<file path="src/logic/agpc_cfg.svh">
// constants of the agp pad compensation control block
// assumes a 250 MHz clock and 8-bit config offsets
`ifndef AGPC_CFG_SVH
`define AGPC_CFG_SVH

// ====================
// clock and timing
`define AGPC_CLK_PERIOD_NS 4
`define AGPC_CLK_KHZ       250000
`define AGPC_SETTLE_NS     100
`define AGPC_SETTLE_CYC \
   ((`AGPC_SETTLE_NS + `AGPC_CLK_PERIOD_NS - 1) / `AGPC_CLK_PERIOD_NS)
`define AGPC_QUANTUM_MS    400
`define AGPC_QUANTUM_CYC   (`AGPC_QUANTUM_MS * `AGPC_CLK_KHZ)

// ====================
// configuration offsets
`define AGPC_OFS_CFG_STATUS  8'h88
`define AGPC_OFS_AGP_CAPABILITY_STATUS  8'hA4
`define AGPC_OFS_DYN_COMP    8'hB4
`define AGPC_OFS_BYPASS      8'hB8

// ====================
// field positions
`define AGPC_LEVEL_BIT       25
`define AGPC_RATE_LSB        0
`define AGPC_FW_CAP_BIT      4
`define AGPC_DO_COMP_BIT     0
`define AGPC_ALWAYS_BIT      1
`define AGPC_HV_SEL_BIT      5
`define AGPC_QUAD_SUPP_BIT   6
`define AGPC_FW_EN_BIT       7
`define AGPC_QUANTUM_LSB     12
`define AGPC_PD_RB_LSB       24
`define AGPC_PU_RB_LSB       28
`define AGPC_XFER_BYP_BIT    23
`define AGPC_STRB_BYP_BIT    7

// ====================
// reset values and masks
`define AGPC_DYN_COMP_RESET  32'h0000_0000
`define AGPC_DYN_COMP_WMASK  32'h0000_F0E7
`define AGPC_BYPASS_RESET    32'h0000_0000
`define AGPC_BYPASS_WMASK    32'hFF8F_FF8F
`define AGPC_DRIVE_RESET     4'h8
`define AGPC_RATE_QUAD       3'h7
`define AGPC_RATE_DUAL       3'h3

`endif

</file>
<file path="src/logic/agpc_pkg.sv">
// types shared by the agp pad compensation control block
// assumes nothing of its surroundings
package agpc_pkg;

   typedef logic [3:0] agpc_drive_t;
   typedef logic [1:0] agpc_slew_t;

   typedef enum logic [1:0] {
      ST_IDLE,
      ST_CAL,
      ST_APPLY
   } agpc_state_t;

endpackage

</file>
<file path="src/logic/agpc_comp_engine.sv">
// successive-approximation search of pull-up and pull-down drive codes
// assumes pad comparators settle within the settle time of a trial code
`timescale 1ns/1ps
`include "agpc_cfg.svh"

module agpc_comp_engine (
   input  wire logic                clk,
   input  wire logic                reset,
   input  wire logic                start,
   input  wire logic                cmpPullupWeak,
   input  wire logic                cmpPulldownWeak,
   output agpc_pkg::agpc_drive_t    trialPullup,
   output agpc_pkg::agpc_drive_t    trialPulldown,
   output logic                     done,
   output agpc_pkg::agpc_drive_t    resultPullup,
   output agpc_pkg::agpc_drive_t    resultPulldown
);

   logic       running_reg;
   logic [1:0] bitIdx_reg;
   logic [4:0] settleCnt_reg;
   agpc_pkg::agpc_drive_t keepUp;
   agpc_pkg::agpc_drive_t keepDown;

   // a weak answer keeps the trial bit
   assign keepUp   = cmpPullupWeak ? trialPullup
                   : (trialPullup & ~(4'h1 << bitIdx_reg));
   assign keepDown = cmpPulldownWeak ? trialPulldown
                   : (trialPulldown & ~(4'h1 << bitIdx_reg));

   // ====================
   // search, one bit per settle period, both codes in parallel
   always_ff @(posedge clk) begin
      done <= 1'b0;
      if (reset) begin
         running_reg    <= 1'b0;
         bitIdx_reg     <= 2'h3;
         settleCnt_reg  <= 5'h00;
         trialPullup    <= `AGPC_DRIVE_RESET;
         trialPulldown  <= `AGPC_DRIVE_RESET;
         resultPullup   <= `AGPC_DRIVE_RESET;
         resultPulldown <= `AGPC_DRIVE_RESET;
      end else if (start && !running_reg) begin
         running_reg   <= 1'b1;
         bitIdx_reg    <= 2'h3;
         settleCnt_reg <= 5'h00;
         trialPullup   <= 4'h8;
         trialPulldown <= 4'h8;
      end else if (running_reg) begin
         if (settleCnt_reg != 5'(`AGPC_SETTLE_CYC - 1)) begin
            settleCnt_reg <= settleCnt_reg + 5'h01;
         end else begin
            settleCnt_reg <= 5'h00;
            if (bitIdx_reg == 2'h0) begin
               running_reg    <= 1'b0;
               done           <= 1'b1;
               resultPullup   <= keepUp;
               resultPulldown <= keepDown;
               trialPullup    <= keepUp;
               trialPulldown  <= keepDown;
            end else begin
               bitIdx_reg    <= bitIdx_reg - 2'h1;
               trialPullup   <= keepUp | (4'h1 << (bitIdx_reg - 2'h1));
               trialPulldown <= keepDown | (4'h1 << (bitIdx_reg - 2'h1));
            end
         end
      end
   end

endmodule

</file>
<file path="src/logic/agpc_pad_comp.sv">
// agp pad drive compensation control and capability override
// registers on a config-space port (device 0, function 0);
// comparators, pads and the transfer-idle flag sit outside.
//
// Overview of operation
// - two 32-bit config registers, dynamic compensation and bypass, own offsets.
// - periodic drive adjustment runs only when the card selects 1.5-V signalling; single triggers run on either.
// - automatic mode computes drives once or periodically; bypass applies written drives.
// - strobe pads and other pads are bypassed or compensated independently.
// - slew settings come from software fields only, never from compensation.
// - read-only pull-up/pull-down readback shows applied non-strobe compensated drives.
// - periodic enable runs compensation at quantum-count interval, longest 6.4 s.
// - new drive values are applied only while no agp transfer runs.
// - both bypass bits set makes periodic and single-cycle fields ignored.
// - single trigger with 3.3-V select clear runs once, then blocks periodic updates.
// - trigger bit clears at cycle end; software waits for it before enabling.
// - single trigger with 3.3-V select set runs one 3.3-V cycle.
// - signalling-type pin latched at reset, returned in status bit 25.
// - rates 1X, 2X, 4X and fast writes; never 4X on 3.3-V; only the 4X gate follows this, the rate field still reads 111 on 3.3-V.
// - rate field reads 111 after reset, 011 when 4X suppress is set.
// - fast-write capability reads 0 until fast-write enable is set.
`timescale 1ns/1ps
`include "agpc_cfg.svh"

module agpc_pad_comp #(
   parameter int unsigned QUANTUM_CYCLES = `AGPC_QUANTUM_CYC
) (
   input  wire logic                clk,
   input  wire logic                reset,
   input  wire logic                cfgWrite,
   input  wire logic                cfgRead,
   input  wire logic [7:0]          cfgOffset,
   input  wire logic [3:0]          cfgByteEnable,
   input  wire logic [31:0]         cfgWriteData,
   output logic [31:0]              cfgReadData,
   output logic                     cfgReadValid,
   input  wire logic                signalLevelDetectN,
   input  wire logic                agpIdle,
   input  wire logic                cmpPullupWeak,
   input  wire logic                cmpPulldownWeak,
   output agpc_pkg::agpc_drive_t    calTrialPullup,
   output agpc_pkg::agpc_drive_t    calTrialPulldown,
   output logic                     highVoltageCalSelect,
   output agpc_pkg::agpc_drive_t    xferPullupDrive,
   output agpc_pkg::agpc_drive_t    xferPulldownDrive,
   output agpc_pkg::agpc_drive_t    strbPullupDrive,
   output agpc_pkg::agpc_drive_t    strbPulldownDrive,
   output agpc_pkg::agpc_slew_t     xferPullupSlew,
   output agpc_pkg::agpc_slew_t     xferPulldownSlew,
   output agpc_pkg::agpc_slew_t     strbPullupSlew,
   output agpc_pkg::agpc_slew_t     strbPulldownSlew,
   output logic                     quadRateAllowed,
   output logic                     fastWriteEnable
);

   // ====================
   // helpers
   function automatic logic [31:0] mergeBytes(
      input logic [31:0] oldValue,
      input logic [31:0] newValue,
      input logic [3:0]  byteEnable,
      input logic [31:0] writeMask
   );
      logic [31:0] merged;
      merged = oldValue;
      for (int i = 0; i < 4; i++) begin
         if (byteEnable[i]) begin
            merged[i*8 +: 8] = newValue[i*8 +: 8];
         end
      end
      return (merged & writeMask) | (oldValue & ~writeMask);
   endfunction

   // ====================
   // state
   logic [31:0]              dynComp_reg;
   logic [31:0]              bypass_reg;
   logic                     levelHigh_reg;
   logic                     updateLock_reg;
   logic                     singleRun_reg;
   agpc_pkg::agpc_state_t    state_reg;
   agpc_pkg::agpc_drive_t    compPullup_reg;
   agpc_pkg::agpc_drive_t    compPulldown_reg;
   agpc_pkg::agpc_drive_t    newPullup_reg;
   agpc_pkg::agpc_drive_t    newPulldown_reg;

   logic                     writeDynComp;
   logic                     writeBypass;
   logic                     xferBypass;
   logic                     strobeBypass;
   logic                     bothBypass;
   logic                     doCompensate;
   logic                     alwaysCompensate;
   logic                     quadRateSuppress;
   logic                     periodicTick;
   logic                     periodicEnable;
   logic                     startSingle;
   logic                     startPeriodic;
   logic                     engineDone;
   logic                     cycleFinish;
   logic [2:0]               rateField;
   agpc_pkg::agpc_drive_t    engPullup;
   agpc_pkg::agpc_drive_t    engPulldown;

   assign writeDynComp     = cfgWrite && cfgOffset == `AGPC_OFS_DYN_COMP;
   assign writeBypass      = cfgWrite && cfgOffset == `AGPC_OFS_BYPASS;
   assign xferBypass       = bypass_reg[`AGPC_XFER_BYP_BIT];
   assign strobeBypass     = bypass_reg[`AGPC_STRB_BYP_BIT];
   assign bothBypass       = xferBypass && strobeBypass;
   assign doCompensate     = dynComp_reg[`AGPC_DO_COMP_BIT];
   assign alwaysCompensate = dynComp_reg[`AGPC_ALWAYS_BIT];
   assign quadRateSuppress = dynComp_reg[`AGPC_QUAD_SUPP_BIT];

   // periodic runs need 1.5-V, no lock and not both groups bypassed
   assign periodicEnable = alwaysCompensate && !levelHigh_reg
                        && !updateLock_reg && !bothBypass;

   assign startSingle   = state_reg == agpc_pkg::ST_IDLE
                       && doCompensate && !bothBypass;
   assign startPeriodic = state_reg == agpc_pkg::ST_IDLE && !doCompensate
                       && periodicTick && periodicEnable;

   // drive update waits for a gap in agp traffic
   assign cycleFinish = state_reg == agpc_pkg::ST_APPLY && agpIdle;

   // ====================
   // signalling-type strap, taken in the clocked reset path
   always_ff @(posedge clk) begin
      if (reset) begin
         levelHigh_reg <= signalLevelDetectN;
      end
   end

   // ====================
   // dynamic compensation register
   // a write in the finishing cycle beats the hardware clear,
   // so a fresh trigger is not lost
   always_ff @(posedge clk) begin
      if (reset) begin
         dynComp_reg <= `AGPC_DYN_COMP_RESET;
      end else if (writeDynComp) begin
         dynComp_reg <= mergeBytes(dynComp_reg, cfgWriteData,
                                   cfgByteEnable, `AGPC_DYN_COMP_WMASK);
      end else if ((singleRun_reg && cycleFinish)
                   || (doCompensate && bothBypass
                       && state_reg == agpc_pkg::ST_IDLE)) begin
         dynComp_reg[`AGPC_DO_COMP_BIT] <= 1'b0;
      end
   end

   // ====================
   // bypass register: bypass drives and all slew settings
   always_ff @(posedge clk) begin
      if (reset) begin
         bypass_reg <= `AGPC_BYPASS_RESET;
      end else if (writeBypass) begin
         bypass_reg <= mergeBytes(bypass_reg, cfgWriteData,
                                  cfgByteEnable, `AGPC_BYPASS_WMASK);
      end
   end

   // ====================
   // compensation sequencer
   always_ff @(posedge clk) begin
      if (reset) begin
         state_reg            <= agpc_pkg::ST_IDLE;
         singleRun_reg        <= 1'b0;
         highVoltageCalSelect <= 1'b0;
         newPullup_reg        <= `AGPC_DRIVE_RESET;
         newPulldown_reg      <= `AGPC_DRIVE_RESET;
      end else begin
         unique case (state_reg)
            agpc_pkg::ST_IDLE: begin
               if (startSingle) begin
                  state_reg            <= agpc_pkg::ST_CAL;
                  singleRun_reg        <= 1'b1;
                  highVoltageCalSelect <= dynComp_reg[`AGPC_HV_SEL_BIT];
               end else if (startPeriodic) begin
                  state_reg            <= agpc_pkg::ST_CAL;
                  singleRun_reg        <= 1'b0;
                  highVoltageCalSelect <= 1'b0;
               end
            end
            agpc_pkg::ST_CAL: begin
               if (engineDone) begin
                  state_reg       <= agpc_pkg::ST_APPLY;
                  newPullup_reg   <= engPullup;
                  newPulldown_reg <= engPulldown;
               end
            end
            agpc_pkg::ST_APPLY: begin
               if (agpIdle) begin
                  state_reg     <= agpc_pkg::ST_IDLE;
                  singleRun_reg <= 1'b0;
               end
            end
         endcase
      end
   end

   // ====================
   // applied compensation values and update lock
   always_ff @(posedge clk) begin
      if (reset) begin
         compPullup_reg   <= `AGPC_DRIVE_RESET;
         compPulldown_reg <= `AGPC_DRIVE_RESET;
         updateLock_reg   <= 1'b0;
      end else if (cycleFinish) begin
         compPullup_reg   <= newPullup_reg;
         compPulldown_reg <= newPulldown_reg;
         if (singleRun_reg && !highVoltageCalSelect) begin
            updateLock_reg <= 1'b1;
         end
      end
      // otherwise the last completed result is held
   end

   // ====================
   // pad drive and slew outputs
   // strobes share the compensated codes but have their own bypass
   always_ff @(posedge clk) begin
      if (reset) begin
         xferPullupDrive   <= `AGPC_DRIVE_RESET;
         xferPulldownDrive <= `AGPC_DRIVE_RESET;
         strbPullupDrive   <= `AGPC_DRIVE_RESET;
         strbPulldownDrive <= `AGPC_DRIVE_RESET;
      end else begin
         xferPullupDrive   <= xferBypass ? bypass_reg[31:28]
                                         : compPullup_reg;
         xferPulldownDrive <= xferBypass ? bypass_reg[27:24]
                                         : compPulldown_reg;
         strbPullupDrive   <= strobeBypass ? bypass_reg[15:12]
                                           : compPullup_reg;
         strbPulldownDrive <= strobeBypass ? bypass_reg[11:8]
                                           : compPulldown_reg;
      end
   end

   always_ff @(posedge clk) begin
      if (reset) begin
         xferPullupSlew   <= 2'h0;
         xferPulldownSlew <= 2'h0;
         strbPullupSlew   <= 2'h0;
         strbPulldownSlew <= 2'h0;
      end else begin
         xferPullupSlew   <= bypass_reg[19:18];
         xferPulldownSlew <= bypass_reg[17:16];
         strbPullupSlew   <= bypass_reg[3:2];
         strbPulldownSlew <= bypass_reg[1:0];
      end
   end

   // ====================
   // capability override
   // status reports 2X when suppressed; the 4X gate also needs 1.5-V
   assign rateField = quadRateSuppress ? `AGPC_RATE_DUAL
                                       : `AGPC_RATE_QUAD;

   always_ff @(posedge clk) begin
      if (reset) begin
         quadRateAllowed <= 1'b0;
         fastWriteEnable <= 1'b0;
      end else begin
         quadRateAllowed <= !quadRateSuppress && !levelHigh_reg;
         fastWriteEnable <= dynComp_reg[`AGPC_FW_EN_BIT];
      end
   end

   // ====================
   // config read port, data one cycle after the read strobe
   always_ff @(posedge clk) begin
      if (reset) begin
         cfgReadData  <= 32'h0000_0000;
         cfgReadValid <= 1'b0;
      end else begin
         cfgReadValid <= cfgRead;
         cfgReadData  <= 32'h0000_0000;
         if (cfgRead) begin
            unique case (cfgOffset)
               `AGPC_OFS_CFG_STATUS: begin
                  cfgReadData[`AGPC_LEVEL_BIT] <= levelHigh_reg;
               end
               `AGPC_OFS_AGP_CAPABILITY_STATUS: begin
                  cfgReadData[`AGPC_RATE_LSB +: 3] <= rateField;
                  cfgReadData[`AGPC_FW_CAP_BIT] <=
                     dynComp_reg[`AGPC_FW_EN_BIT];
               end
               `AGPC_OFS_DYN_COMP: begin
                  cfgReadData <= dynComp_reg;
                  cfgReadData[`AGPC_PU_RB_LSB +: 4] <= compPullup_reg;
                  cfgReadData[`AGPC_PD_RB_LSB +: 4] <= compPulldown_reg;
               end
               `AGPC_OFS_BYPASS: begin
                  cfgReadData <= bypass_reg;
               end
               default: begin
                  cfgReadData <= 32'h0000_0000;
               end
            endcase
         end
      end
   end

   // ====================
   // submodules
   agpc_quantum_timer #(
      .QUANTUM_CYCLES (QUANTUM_CYCLES)
   ) quantumTimer (
      .clk         (clk),
      .reset       (reset),
      .enable      (periodicEnable),
      .quantumCode (dynComp_reg[`AGPC_QUANTUM_LSB +: 4]),
      .tick        (periodicTick)
   );

   agpc_comp_engine compEngine (
      .clk             (clk),
      .reset           (reset),
      .start           (startSingle || startPeriodic),
      .cmpPullupWeak   (cmpPullupWeak),
      .cmpPulldownWeak (cmpPulldownWeak),
      .trialPullup     (calTrialPullup),
      .trialPulldown   (calTrialPulldown),
      .done            (engineDone),
      .resultPullup    (engPullup),
      .resultPulldown  (engPulldown)
   );

endmodule

</file>
<file path="src/logic/agpc_quantum_timer.sv">
// interval timer for periodic compensation
// assumes a free-running core clock; long counts shortened by parameter
`timescale 1ns/1ps
`include "agpc_cfg.svh"

module agpc_quantum_timer #(
   parameter int unsigned QUANTUM_CYCLES = `AGPC_QUANTUM_CYC
) (
   input  wire logic        clk,
   input  wire logic        reset,
   input  wire logic        enable,
   input  wire logic [3:0]  quantumCode,
   output logic             tick
);

   logic [31:0] unitCnt_reg;
   logic [3:0]  quantaCnt_reg;

   // ====================
   // interval is (code + 1) quanta
   always_ff @(posedge clk) begin
      tick <= 1'b0;
      if (reset || !enable) begin
         unitCnt_reg   <= 32'h0000_0000;
         quantaCnt_reg <= 4'h0;
      end else if (unitCnt_reg == 32'(QUANTUM_CYCLES - 1)) begin
         unitCnt_reg <= 32'h0000_0000;
         if (quantaCnt_reg >= quantumCode) begin
            quantaCnt_reg <= 4'h0;
            tick          <= 1'b1;
         end else begin
            quantaCnt_reg <= quantaCnt_reg + 4'h1;
         end
      end else begin
         unitCnt_reg <= unitCnt_reg + 32'h0000_0001;
      end
   end

endmodule

</file>
<file path="config.mk">
export PLATFORM = sky130hd
export DESIGN_NAME = agpc_pad_comp
export DESIGN_NICKNAME = d
export VERILOG_FILES = /design/src/logic/agpc_pkg.sv /design/src/logic/agpc_comp_engine.sv /design/src/logic/agpc_pad_comp.sv /design/src/logic/agpc_quantum_timer.sv
export VERILOG_INCLUDE_DIRS = /design/src /design/src/logic
export SDC_FILE = /design/constraint.sdc
export NUM_CORES = 1
export LEC_CHECK = 0
export ABC_AREA = 1
export BUFFER_PORTS_ARGS = -buffer_cell sky130_fd_sc_hd__buf_2
export CAP_MARGIN = 20
export CORE_MARGIN = 5
export CORE_UTILIZATION = 25
export CTS_CLUSTER_DIAMETER = 80
export DETAILED_ROUTE_END_ITERATION = 6
export PLACE_DENSITY_LB_ADDON = 0.05
export SLEW_MARGIN = 10
export SYNTH_ARGS = -nofsm -noshare
export SYNTH_HDL_FRONTEND = slang
export SYNTH_HIERARCHICAL = 1
export SYNTH_SLANG_ARGS = --single-unit
</file>
<file path="constraint.sdc">
create_clock -name clk -period 2 [get_ports clk]
set_input_delay 0.3 -clock clk [delete_from_list [all_inputs] [get_ports clk]]
set_output_delay 0.3 -clock clk [all_outputs]
set_load 0.01 [all_outputs]
</file>
==> run summary <==
Dividing the detail-routed wire length by the instance count gives 14.4 um. The clock-pin slew of the registers on the worst-case setup and hold paths works out to 70 ps. The logs give 4 for the number of levels in the clock H-tree and 0 for the final count of pins violating max slew. The run gives 4 as the first-pass iteration count of the detailed router. By area, the combinational part of the netlist is dominated by simple AND/OR/NAND/NOR gates.

The critical path startpoint category was a flop. The net count after synthesis is 1104. By area the synthesized netlist is led by dfxtp_1, nand2_1, nor2_1. The critical path is of the flop to flop type. In the post-route analysis, the smallest setup slack over all paths is 271 ps. In this run the worst path has a maximum fanout of 10. The share of Yosys cell area claimed by the top area cell type is 45.5%. Number of remaining DRC errors: 0.

Xor and xnor fraction of the mapped netlist area: 1.36%. The number of antenna violations at the first check in global routing was 0; the total power density per cell area was 822 nW/um2. Clock period minus final worst setup slack: 1730 ps.

Setup repair after global routing left no endpoint under its margin. The run gives 42 as the pin count of the biggest net entering global routing. The library cells used most frequently in the layout, excluding fill and tap cells, are nand2_1, dfxtp_1, nor2_1, inv_1, buf_2.

The net count of the finished layout is 1225. The final critical path takes up 86.4% of the cycle. The run gives 7740 um2 as the summed instance area of the synthesized netlist. Number of global-route vias before repair: 6704. The HPWL after detailed placement is 17300 um. The final hold violation count is 0. The total setup violations reported at the end of the flow is 0. The leakage component of the power came out at 3.72 nW. The most common library cell in the layout ignoring fill and taps was nand2_1. The effective utilization at floorplan was 25.3%. The source-to-sink clock delay at the later pin of the worst-skew pair came out at 440 ps.

After synthesis, the mean cell area works out to 7.47 um2. Summing the areas of all compound-gate instances in the mapped netlist gives 11.3% of the synthesized area. The area growth from synthesis to layout works out to 21.0%.

In the final layout, the share of cells above drive strength 1 is 19.9%. Wires add up to 22600 um. Based on the critical path, the design can be clocked at up to 578 MHz. The worst setup path is captured at a flop. Number of buffers inserted during clock tree synthesis: 17. For the all-layer global routing usage, the log shows 13.4%. Synthesis produced 1036 cells. The tools report the maximum buffer depth of the clock tree as 2. The path class of the lowest-slack min-delay path was primary input to flop. The filler cells instantiated in the layout total 3406.

The number of I/O port buffers came out at 115. During synthesis, Yosys emitted a total of 6 warnings. Leaving out filler cells and counting taps, the final layout contains 1564. For this run, asynchronously set or reset flops after synthesis account for 0%. The tools report the post-place setup slack as 114 ps. The vias per cell was 4.27. For the global placement routability congestion, the log shows 0.760. The cell sitting at the root of the clock tree is a clkbuf_16.

TritonCTS built the clock tree. Summed over all layers, the global routing overflow is 0. The post-synthesis register bit count was 177; the total negative slack was 0 ps. Max-cap violations in this run came to 0. Across the VDD grid, the largest voltage drop is 0.557 mV.

The number of antenna repair diodes was 0. The tools report the number of rows in the core area as 64. Sequential cells were found to cover 45.9% of the synthesized design area. The register with the most flip-flops in the layout has 32 of them. The proportion of synthesized area in mux cells came out at 0%. The logs give 120 for the I/O pin total and 2310 ps for the critical path data required time. In this run, the number of DRC markers left after iteration 0 of detailed routing was 293.

The area of the die came out at 34600 um2. The synthesized netlist devotes 2.59% of its cell area to adder and majority cells. After floorplanning, the core was sized to cover 30600 um2. The flow ran to the end, and the final reports show no timing, DRC or antenna violations.

Across the routed clock network, the largest skew measured is 12.9 ps. The clock net sink count was 177; the critical path data arrival time was 2040 ps. The run gives 270 ps as the register-to-register path setup slack.

The number of placed instances with taps included came out at 1532. Summing the areas of all and, or, nand and nor instances in the mapped netlist gives 29.7% of the synthesized area. For the post-detailed-route count of antenna-violating nets, the log shows 0. The die is 186 um tall. For the number of vias after detailed routing, the log shows 6671.

Number of flops mapped to enable cells by yosys: 1. The run gives 38 as the number of library cell types mapped by synthesis. Top flip-flop cell by instance count after synthesis: dfxtp_1.

The first global-routing pass estimated 36200 um of wire. The largest area contributor in the netlist was dfxtp_1. The width of the die was 186 um. The number of hold buffers added after cts was 0.
## synth_stat cells, drive strengths merged, types with 2 or more instances
cell type,count
o211ai,4
ha,16
nand3,90
o32ai,3
xnor2,6
buf,18
inv,129
a21oi,84
or2,2
o21ai,63
clkbuf,13
xor2,6
dfxtp,176
nor3,7
nand3b,5
nor2,168
nand4,9
nand2,232
## cells by family (layout without fill, tap and decap cells)
| logic type | after synthesis | count (layout) |
|---|---|---|
| xor gates and xnor gates | 12 | 12 |
| buffers and inverters | 160 | 292 |
| DFF | 177 | 177 |
| and+or+nand+nor | 514 | 514 |
| adders and majority gates | 16 | 16 |
| other | 1 | 1 |
| AOI/OAI and AO/OA | 156 | 156 |
## final timing paths
kind | startpoint | endpoint | cells after the start
worst max-delay path | state_reg[0] | compEngine/trialPulldown[3] | 10
worst min-delay path | signalLevelDetectN | levelHigh_reg | 1
worst max register to register | state_reg[0] | compEngine/trialPulldown[3] | 10
worst min register to register | bypass_reg[2] | strbPullupSlew[0] | 2
## metal layers
metal	share of wire, %	global-route usage, %	vias up
met3	4.2	2.81	16
li1	-	-	3539
met4	1.1	3.47	0
met1	51	19.0	3011
met2	44	20.9	105
met5	0	0	-
## metrics by stage
step                area, um2  power, mW  utilization [%]  hold slack, ps
floorplan                7740       4.06                -             372
global placement         8740       4.28             28.6             438
detailed placement       8740       4.28             28.6             438
CTS                      9340       7.84             30.5            32.1
global route             9370       8.06             30.6            30.7
finish                   9370       7.70             30.6            49.1
## power breakdown
group          internal (mW)  switching, mW  leakage (nW)
combinational          0.199          0.338          2.00
sequential              3.60         0.0542          1.43
clock                   1.98           1.52         0.285
total                   5.78           1.92          3.72
## area by class of cell
class	instances	area, um2	share of cell area [%]
clock buffer	17	425	4.54
clock inverter	13	176	1.88
inverter	129	484	5.17
multi-input combinational	699	3480	37.2
sequential	177	3550	37.9
tap	396	495	5.29
timing repair buffer	133	748	7.99
## critical path: stages (launching register included)
cell      delay, ps
dfxtp_1         360
inv_1            80
ha_1            250
inv_1           100
nor2_1           50
nand3_1         120
nand2_1         150
a21oi_4         180
buf_12          140
buf_4           110
nand3b_1         70
## repair_timing
item,in CTS,in global routing
setup endpoints to repair,0,7
buffers inserted,0,2
hold endpoints to repair,0,0
gates resized for setup,0,0
Note: power is estimated with default switching activity, not from simulation.
